### src/shared/pint_pkg.sv
// Constants shared by the pin interrupt and pattern match engine
package pint_pkg;

    localparam int          NSLOT        = 8;
    localparam int          ADDR_W       = 8;
    localparam int          SRC_W        = 3;

    localparam logic [7:0]  ADDR_MODE    = 8'h00;
    localparam logic [7:0]  ADDR_RISEN   = 8'h04;
    localparam logic [7:0]  ADDR_FALLEN  = 8'h08;
    localparam logic [7:0]  ADDR_RISE    = 8'h0c;
    localparam logic [7:0]  ADDR_FALL    = 8'h10;
    localparam logic [7:0]  ADDR_REQ     = 8'h14;
    localparam logic [7:0]  ADDR_PMCTRL  = 8'h18;
    localparam logic [7:0]  ADDR_PMSRC   = 8'h1c;
    localparam logic [7:0]  ADDR_PMCOND  = 8'h20;
    localparam logic [7:0]  ADDR_INTSTAT = 8'h24;
    localparam logic [7:0]  ADDR_INTMASK = 8'h28;

    localparam logic [7:0]  RST_BYTE     = 8'h00;
    localparam logic [15:0] RST_HALF     = 16'h0000;
    localparam logic [23:0] RST_SRC      = 24'h000000;
    localparam logic [23:0] RST_COND     = 24'h000000;

    localparam int          PMCTRL_PATTERN_BIT = 0;
    localparam int          PMCTRL_EVENT_BIT   = 1;
    localparam int          PMCTRL_ENDPT_LSB   = 8;
    localparam int          PMCTRL_TERMS_LSB   = 24;
    localparam int          INTSTAT_TERM_LSB   = 8;

    typedef enum logic [2:0] {
        COND_ONE         = 3'b000,
        COND_RISE_STICKY = 3'b001,
        COND_FALL_STICKY = 3'b010,
        COND_EDGE_STICKY = 3'b011,
        COND_HIGH        = 3'b100,
        COND_LOW         = 3'b101,
        COND_ZERO        = 3'b110,
        COND_EDGE_NOW    = 3'b111
    } pint_cond_e;

endpackage

### src/rtl/pint_engine.sv
// Pin interrupt and pattern match engine with register port
// Operation
// - Eight selectable pin slots, each with its own interrupt output line.
// - Edge slots interrupt on rising, falling or both edges as selected.
// - Level slots request while the pin sits at the chosen active level.
// - Pin interrupt requests drive a wake request toward the power manager.
// - Pattern mode feeds up to eight slots into a programmable expression.
// - Every product term raises its own dedicated interrupt request.
// - A pattern match may also pulse the CPU event input.
// - Pattern match never produces a wake request.
// - Pin routing into slots is done outside by the system control block.
// - Register accesses complete in a single cycle, never wait.
// - Slot zero and one interrupts also serve as DMA triggers.
`timescale 1ns/1ps
module pint_engine #(
    parameter int NUM_SLOTS = pint_pkg::NSLOT
) (
    input  wire logic        clk,
    input  wire logic        rst_n,
    input  wire logic [7:0]  slotPin,
    input  wire logic [7:0]  busAddr,
    input  wire logic [31:0] busWdata,
    input  wire logic        busWrite,
    input  wire logic        busRead,
    output logic      [31:0] busRdata,
    output logic      [7:0]  pinIrq,
    output logic      [1:0]  dmaTrig,
    output logic             cpuEvent,
    output logic             wakeReq,
    output logic             irq
);

    // Register fields are eight bits wide, so no other slot count fits
    if (NUM_SLOTS != pint_pkg::NSLOT) begin : gBadSlots
        $error("pint_engine: register layout serves exactly 8 slots");
    end

    logic [7:0]  mode;       // 1 = level sensitive
    logic [7:0]  riseEn;     // Edge: rising enable, level: enable
    logic [7:0]  fallEn;     // Edge: falling enable, level: active high
    logic [7:0]  riseLatch;
    logic [7:0]  fallLatch;
    logic [15:0] pmCtrl;
    logic [23:0] pmSrc;
    logic [23:0] pmCond;
    logic [7:0]  sliceRise;
    logic [7:0]  sliceFall;
    logic [7:0]  termPrev;
    logic [15:0] intStat;
    logic [15:0] intMask;

    logic [7:0]  next_mode;
    logic [7:0]  next_riseEn;
    logic [7:0]  next_fallEn;
    logic [7:0]  next_riseLatch;
    logic [7:0]  next_fallLatch;
    logic [15:0] next_pmCtrl;
    logic [23:0] next_pmSrc;
    logic [23:0] next_pmCond;
    logic [7:0]  next_sliceRise;
    logic [7:0]  next_sliceFall;
    logic [7:0]  next_termPrev;
    logic [15:0] next_intStat;
    logic [15:0] next_intMask;
    logic [31:0] next_busRdata;
    logic [7:0]  next_pinIrq;
    logic [1:0]  next_dmaTrig;
    logic        next_cpuEvent;
    logic        next_wakeReq;
    logic        next_irq;

    logic [7:0]  lvl;
    logic [7:0]  rise;
    logic [7:0]  fall;
    logic [7:0]  pinReqNow;
    logic [7:0]  term;
    logic [7:0]  termEv;
    logic        patternMode;
    logic        eventEn;

    // Slot inputs arrive already routed by the system control block
    for (genvar g = 0; g < 8; g++) begin : gSlot
        pint_sync_edge uSync (
            .clk   (clk),
            .rst_n (rst_n),
            .pin   (slotPin[g]),
            .level (lvl[g]),
            .rise  (rise[g]),
            .fall  (fall[g])
        );
    end

    function automatic logic wr_hit(input logic       wr,
                                    input logic [7:0] addr,
                                    input logic [7:0] reg_addr);
        wr_hit = wr && (addr == reg_addr);
    endfunction

    function automatic logic slice_match(input logic [2:0] cond,
                                         input logic       lv,
                                         input logic       rs,
                                         input logic       fs,
                                         input logic       rNow,
                                         input logic       fNow);
        case (pint_pkg::pint_cond_e'(cond))
            pint_pkg::COND_ONE:         slice_match = 1'b1;
            pint_pkg::COND_RISE_STICKY: slice_match = rs;
            pint_pkg::COND_FALL_STICKY: slice_match = fs;
            pint_pkg::COND_EDGE_STICKY: slice_match = rs | fs;
            pint_pkg::COND_HIGH:        slice_match = lv;
            pint_pkg::COND_LOW:         slice_match = ~lv;
            pint_pkg::COND_ZERO:        slice_match = 1'b0;
            default:                    slice_match = rNow | fNow;
        endcase
    endfunction

    always_comb begin
        logic [7:0]  clrRise;
        logic [7:0]  clrFall;
        logic [15:0] clrStat;
        logic        clrSlice;
        logic        acc;
        logic [2:0]  src;
        logic        sl;
        clrRise  = 8'h00;
        clrFall  = 8'h00;
        clrStat  = 16'h0000;
        clrSlice = 1'b0;
        acc      = 1'b1;
        src      = 3'h0;
        sl       = 1'b0;

        next_mode    = mode;
        next_riseEn  = riseEn;
        next_fallEn  = fallEn;
        next_pmCtrl  = pmCtrl;
        next_pmSrc   = pmSrc;
        next_pmCond  = pmCond;
        next_intMask = intMask;
        patternMode  = pmCtrl[pint_pkg::PMCTRL_PATTERN_BIT];
        eventEn      = pmCtrl[pint_pkg::PMCTRL_EVENT_BIT];

        if (wr_hit(busWrite, busAddr, pint_pkg::ADDR_MODE)) begin
            next_mode = busWdata[7:0];
        end else if (wr_hit(busWrite, busAddr, pint_pkg::ADDR_RISEN)) begin
            next_riseEn = busWdata[7:0];
        end else if (wr_hit(busWrite, busAddr, pint_pkg::ADDR_FALLEN)) begin
            next_fallEn = busWdata[7:0];
        end else if (wr_hit(busWrite, busAddr, pint_pkg::ADDR_RISE)) begin
            clrRise = busWdata[7:0];
        end else if (wr_hit(busWrite, busAddr, pint_pkg::ADDR_FALL)) begin
            clrFall = busWdata[7:0];
        end else if (wr_hit(busWrite, busAddr, pint_pkg::ADDR_REQ)) begin
            clrRise = busWdata[7:0];
            clrFall = busWdata[7:0];
        end else if (wr_hit(busWrite, busAddr, pint_pkg::ADDR_PMCTRL)) begin
            next_pmCtrl = busWdata[15:0];
        end else if (wr_hit(busWrite, busAddr, pint_pkg::ADDR_PMSRC)) begin
            next_pmSrc = busWdata[23:0];
            clrSlice   = 1'b1;
        end else if (wr_hit(busWrite, busAddr, pint_pkg::ADDR_PMCOND)) begin
            next_pmCond = busWdata[23:0];
            clrSlice    = 1'b1;
        end else if (wr_hit(busWrite, busAddr, pint_pkg::ADDR_INTSTAT)) begin
            clrStat = busWdata[15:0];
        end else if (wr_hit(busWrite, busAddr, pint_pkg::ADDR_INTMASK)) begin
            next_intMask = busWdata[15:0];
        end

        // A new edge in the clearing cycle survives: set wins over clear
        next_riseLatch = (riseLatch & ~clrRise)
                       | (rise & riseEn & ~mode);
        next_fallLatch = (fallLatch & ~clrFall)
                       | (fall & fallEn & ~mode);
        pinReqNow = (~mode & (riseLatch | fallLatch))
                  | (mode & riseEn & ~(lvl ^ fallEn));

        // Sticky slice edges restart whenever the source or condition selection is written; PMCTRL writes keep them
        next_sliceRise = sliceRise;
        next_sliceFall = sliceFall;
        term           = 8'h00;
        for (int i = 0; i < 8; i++) begin
            src = pmSrc[3*i +: 3];
            next_sliceRise[i] = (sliceRise[i] & ~clrSlice) | rise[src];
            next_sliceFall[i] = (sliceFall[i] & ~clrSlice) | fall[src];
            sl  = slice_match(pmCond[3*i +: 3], lvl[src], sliceRise[i],
                              sliceFall[i], rise[src], fall[src]);
            acc = acc & sl;
            if (pmCtrl[pint_pkg::PMCTRL_ENDPT_LSB + i]) begin
                term[i] = acc;
                acc     = 1'b1;
            end
        end
        termEv        = term & ~termPrev;
        next_termPrev = term;

        next_pinIrq   = patternMode ? term : pinReqNow;
        next_dmaTrig  = next_pinIrq[1:0];
        next_cpuEvent = patternMode & eventEn & (|termEv);
        // Registered wake request: needs the clock, see hand-over limits
        next_wakeReq  = ~patternMode & (|pinReqNow);

        next_intStat = (intStat & ~clrStat)
                     | {termEv & {8{patternMode}},
                        pinReqNow & {8{~patternMode}}};
        next_irq     = |(intStat & intMask);

        next_busRdata = 32'h00000000;
        if (busRead) begin
            if (busAddr == pint_pkg::ADDR_MODE) begin
                next_busRdata = {24'h000000, mode};
            end else if (busAddr == pint_pkg::ADDR_RISEN) begin
                next_busRdata = {24'h000000, riseEn};
            end else if (busAddr == pint_pkg::ADDR_FALLEN) begin
                next_busRdata = {24'h000000, fallEn};
            end else if (busAddr == pint_pkg::ADDR_RISE) begin
                next_busRdata = {24'h000000, riseLatch};
            end else if (busAddr == pint_pkg::ADDR_FALL) begin
                next_busRdata = {24'h000000, fallLatch};
            end else if (busAddr == pint_pkg::ADDR_REQ) begin
                next_busRdata = {24'h000000, pinIrq};
            end else if (busAddr == pint_pkg::ADDR_PMCTRL) begin
                next_busRdata = {term, 8'h00, pmCtrl};
            end else if (busAddr == pint_pkg::ADDR_PMSRC) begin
                next_busRdata = {8'h00, pmSrc};
            end else if (busAddr == pint_pkg::ADDR_PMCOND) begin
                next_busRdata = {8'h00, pmCond};
            end else if (busAddr == pint_pkg::ADDR_INTSTAT) begin
                next_busRdata = {16'h0000, intStat};
            end else if (busAddr == pint_pkg::ADDR_INTMASK) begin
                next_busRdata = {16'h0000, intMask};
            end
        end
    end

    always_ff @(posedge clk or negedge rst_n) begin
        if (!rst_n) begin
            mode      <= pint_pkg::RST_BYTE;
            riseEn    <= pint_pkg::RST_BYTE;
            fallEn    <= pint_pkg::RST_BYTE;
            riseLatch <= pint_pkg::RST_BYTE;
            fallLatch <= pint_pkg::RST_BYTE;
            pmCtrl    <= pint_pkg::RST_HALF;
            pmSrc     <= pint_pkg::RST_SRC;
            pmCond    <= pint_pkg::RST_COND;
            sliceRise <= pint_pkg::RST_BYTE;
            sliceFall <= pint_pkg::RST_BYTE;
            termPrev  <= pint_pkg::RST_BYTE;
            intStat   <= pint_pkg::RST_HALF;
            intMask   <= pint_pkg::RST_HALF;
            busRdata  <= 32'h00000000;
            pinIrq    <= pint_pkg::RST_BYTE;
            dmaTrig   <= 2'h0;
            cpuEvent  <= 1'b0;
            wakeReq   <= 1'b0;
            irq       <= 1'b0;
        end else begin
            mode      <= next_mode;
            riseEn    <= next_riseEn;
            fallEn    <= next_fallEn;
            riseLatch <= next_riseLatch;
            fallLatch <= next_fallLatch;
            pmCtrl    <= next_pmCtrl;
            pmSrc     <= next_pmSrc;
            pmCond    <= next_pmCond;
            sliceRise <= next_sliceRise;
            sliceFall <= next_sliceFall;
            termPrev  <= next_termPrev;
            intStat   <= next_intStat;
            intMask   <= next_intMask;
            busRdata  <= next_busRdata;
            pinIrq    <= next_pinIrq;
            dmaTrig   <= next_dmaTrig;
            cpuEvent  <= next_cpuEvent;
            wakeReq   <= next_wakeReq;
            irq       <= next_irq;
        end
    end
endmodule // pint_engine

### src/rtl/pint_sync_edge.sv
// Two-stage synchroniser with edge detection for one selected pin
`timescale 1ns/1ps
module pint_sync_edge (
    input  wire logic clk,
    input  wire logic rst_n,
    input  wire logic pin,
    output logic      level,
    output logic      rise,
    output logic      fall
);

    logic syncFirst;
    logic syncSecond;
    logic prevLevel;
    logic next_syncFirst;
    logic next_syncSecond;
    logic next_prevLevel;

    always_comb begin
        next_syncFirst  = pin;
        next_syncSecond = syncFirst;
        next_prevLevel  = syncSecond;
    end

    always_ff @(posedge clk or negedge rst_n) begin
        if (!rst_n) begin
            syncFirst  <= 1'b0;
            syncSecond <= 1'b0;
            prevLevel  <= 1'b0;
        end else begin
            syncFirst  <= next_syncFirst;
            syncSecond <= next_syncSecond;
            prevLevel  <= next_prevLevel;
        end
    end

    // Edge is current versus previous synchronised sample
    assign level = syncSecond;
    assign rise  = syncSecond & ~prevLevel;
    assign fall  = ~syncSecond & prevLevel;
endmodule // pint_sync_edge

### config.mk
export PLATFORM = sky130hd
export DESIGN_NAME = pint_engine
export DESIGN_NICKNAME = d
export VERILOG_FILES = /design/src/shared/pint_pkg.sv /design/src/rtl/pint_engine.sv /design/src/rtl/pint_sync_edge.sv
export SDC_FILE = /design/constraint.sdc
export NUM_CORES = 1
export LEC_CHECK = 0
export ABC_CLOCK_PERIOD_IN_PS = 3550
export BUFFER_PORTS_ARGS = -buffer_cell sky130_fd_sc_hd__buf_2
export CAP_MARGIN = 20
export CORE_MARGIN = 5
export CORE_UTILIZATION = 40
export DETAILED_ROUTE_END_ITERATION = 10
export GPL_TIMING_DRIVEN = 0
export SETUP_SLACK_MARGIN = 0.15
export SYNTH_ARGS = -nofsm -noshare
export SYNTH_HDL_FRONTEND = slang
export SYNTH_HIERARCHICAL = 1
export SYNTH_SLANG_ARGS = --single-unit
### constraint.sdc
create_clock -name clk -period 3.55 [get_ports clk]
set_input_delay 0.355 -clock clk [delete_from_list [all_inputs] [get_ports clk]]
set_output_delay 0.355 -clock clk [all_outputs]
set_load 0.02 [all_outputs]
==> flow_metrics.tcl <==
set metrics [dict create \
    clkSinkCount 227 \
    drc 0 \
    post_synth_main_area_contributors "dfrtp_1 (50%), mux2_2 (11%), mux4_2 (7.3%)" \
    status "complete, no violations" \
    h-tree-depth 1 \
    synth-simple-area-share_pct 9.71 \
    synthXorXnorAreaFrac_pct 0.770 \
    num_vias 8812 \
    stdcell_area_um2 13600 \
    final.period_utilization_pct 92.8 \
    viasPerCell 5.94 \
    slew_viol_final 0 \
    antenna_found_initial 0 \
    ys_types 69 \
    regToRegSetupSlack_ps 260 \
    async_flop_share_pct 100 \
    synth_top_area_cell "dfrtp_1" \
    p_per_area_nw_per_um2 505 \
    io_buffers 80 \
    required_ps 4030 \
    power_mw 6.87 \
    final_hold_viol_count 0 \
    synth.mux.area_fraction_pct 21.6 \
    ant_nets 0 \
    start_kind "flop" \
    synth_compound_area_share_pct 14.8 \
    hpwl_um 25100 \
    synth_top_family_by_area "multiplexers" \
    maxCapViolCount 0 \
    nets 1137 \
    place_area_um2 12300 \
    synthFlopType "dfrtp_1" \
    worstMarginPinSlew_ps 955 \
    fin_setup_tns_ps 0 \
    final_common_cell "dfrtp_1" \
    nFillCells 2575 \
    routabilityCongestion 0.895 \
    cts_root_buf "clkbuf_16" \
    cp-end-kind "flop" \
    dr.pass1.iters 7 \
    synth_nets 1002 \
    rsz0062_at_grt "no" \
    period_minus_slack_ps 3290 \
    syn_inst 950 \
    grt_pass1_wl_um 55400 \
    start_util_pct 40.7 \
    synthAdderAreaFrac_pct 0 \
    dieArea_um2 31900 \
    crit_arrival_ps 3770 \
    path_class "reg -> reg" \
    drt_iter0_drc 801 \
    dieWidth_um 179 \
    max_freq_ghz 0.304 \
    finalWorstSetupSlack_ps 256 \
    path_max_fanout 9 \
    ys_ff_latch 227 \
    ys_warn_count 6 \
    layout_common_cells "dfrtp_1 (220), mux2_2 (109), buf_2 (85), nand2_1 (79), nor2_1 (57)" \
    cts_tree "yes" \
    clk_latency_ps 540 \
    finalSetupViolations 0 \
    diodes 0 \
    rows 61 \
    core_area_um2 27900 \
    clockBufferDepth 3 \
    fin_skew_ps 23.2 \
    p_leak_nw 5.88 \
    syn-mean-instance-area_um2 12.0 \
    syn_area_um2 11400 \
    ir_drop_v 0.000307 \
    wl_per_cell_um 24.8 \
    clk_pin_slew_ps 60 \
    fp.dieH_um 179 \
    wl_um 36700 \
    area_growth_syn_to_layout_pct 19.6 \
    drive_above_1_share_pct 31.1 \
    ioPinCount 97 \
    synth_edf_count 0 \
    cts_buffers 26 \
    track_usage_pct 23.1 \
    grt_start_max_net_pins 93 \
    max_slew_margin_pct 35.9 \
    dp_slack_ps -611 \
    seq_area_frac_synth_pct 50.0 \
    grt_pass1_vias 9066 \
    hold_path_class "in -> reg" \
    synth_top_area_share_pct 50.0 \
    grt_overflow_total 0 \
]
[kinds of logic after synthesis]
kind of cell           Yosys count
AND/OR/NAND/NOR                229
flip-flops                     227
multiplexers                   178
AO/OA/AOI/OAI                  220
XOR/XNOR                        10
buffers and inverters           86
[final timing paths]
kind                                                               start                        endpoint  depth (start not counted)
worst max-delay path                      gSlot[0].uSync/level$_DFF_PN0_           intStat[15]$_DFF_PN0_                          9
worst max register to register            gSlot[0].uSync/level$_DFF_PN0_           intStat[15]$_DFF_PN0_                          9
worst min-delay path                                        busWdata[18]           pmSrc[18]$_DFFE_PN0P_                          2
min in group asynchronous                                          rst_n           riseEn[1]$_DFFE_PN0P_                          2
worst min register to register  gSlot[7].uSync/next_syncSecond$_DFF_PN0_  gSlot[7].uSync/level$_DFF_PN0_                          0
max in group asynchronous                                          rst_n  gSlot[1].uSync/level$_DFF_PN0_                          3
[timing repair]
action / CTS / global route
endpoints found under the hold margin: 59 / 0
hold buffers: 9 / 0
endpoints found under the setup margin: 24 / 12
pin swaps: 0 / 1
buffers inserted: 12 / 3
gates resized for setup: 23 / 8
[layer usage]
metal	vias to the layer above	global-route usage [%]	part of all wire [%]
met5	-	0.321	0
met4	0	7.74	3.9
met3	93	5.85	8.3
met2	395	36.3	45
met1	4469	31.5	42
li1	3855	-	-
[power by group]
| part | internal [mW] | leakage (nW) | switching, mW |
|---|---|---|---|
| Combinational | 0.388 | 2.50 | 0.551 |
| Sequential | 2.76 | 2.89 | 0.156 |
| Clock | 1.92 | 0.481 | 1.10 |
| Total | 5.07 | 5.88 | 1.80 |
[per-stage QoR]
stage	instances	util, %	hold WS, ps
5_1_grt	1483	48.7	53.2
4_1_cts	1480	48.4	44.4
3_5_place_dp	1411	44.1	301
6_report	1483	48.7	59.7
2_1_floorplan	950	-	59.4
3_3_place_gp	1408	43.8	332
[layout make-up]
type                    count  area, um^2  area share, %
plain buffers              54         240           1.77
clock buffers              35         756           5.56
clock inverters            13         218           1.60
inverters                  32         120          0.883
multi-input cells         637        5420           39.8
flip-flops and latches    227        5690           41.9
well taps                 378         473           3.48
repair buffers            107         679           5.00
[cells in the mapped netlist (all sizes together) (10+ instances only)]
master,number
a21o,11
a21oi,27
a222oi,10
a22o,10
a22oi,53
a32o,17
and2,10
buf,13
clkbuf,41
dfrtp,227
inv,32
mux2,109
mux2i,28
mux4,41
nand2,79
nand3,15
nor2,57
nor2b,15
o21ai,27
[registers in the layout, summed over array words and instances (netlist names), 16 cells and up]
name / cells
intStat: 16
pmCtrl: 16
busRdata: 32
intMask: 16
pmCond: 24
pmSrc: 24
[worst max-delay path: stages, from the launching register on]
cell and delay, ps:
dfrtp_1 400, buf_1 380, mux4_2 560, mux2i_1 220
mux2i_2 370, or2_1 230, o2bb2ai_2 100, a2111oi_0 380
o31a_1 380, a32o_1 210
No activity file was read; power rests on OpenSTA's default activity.
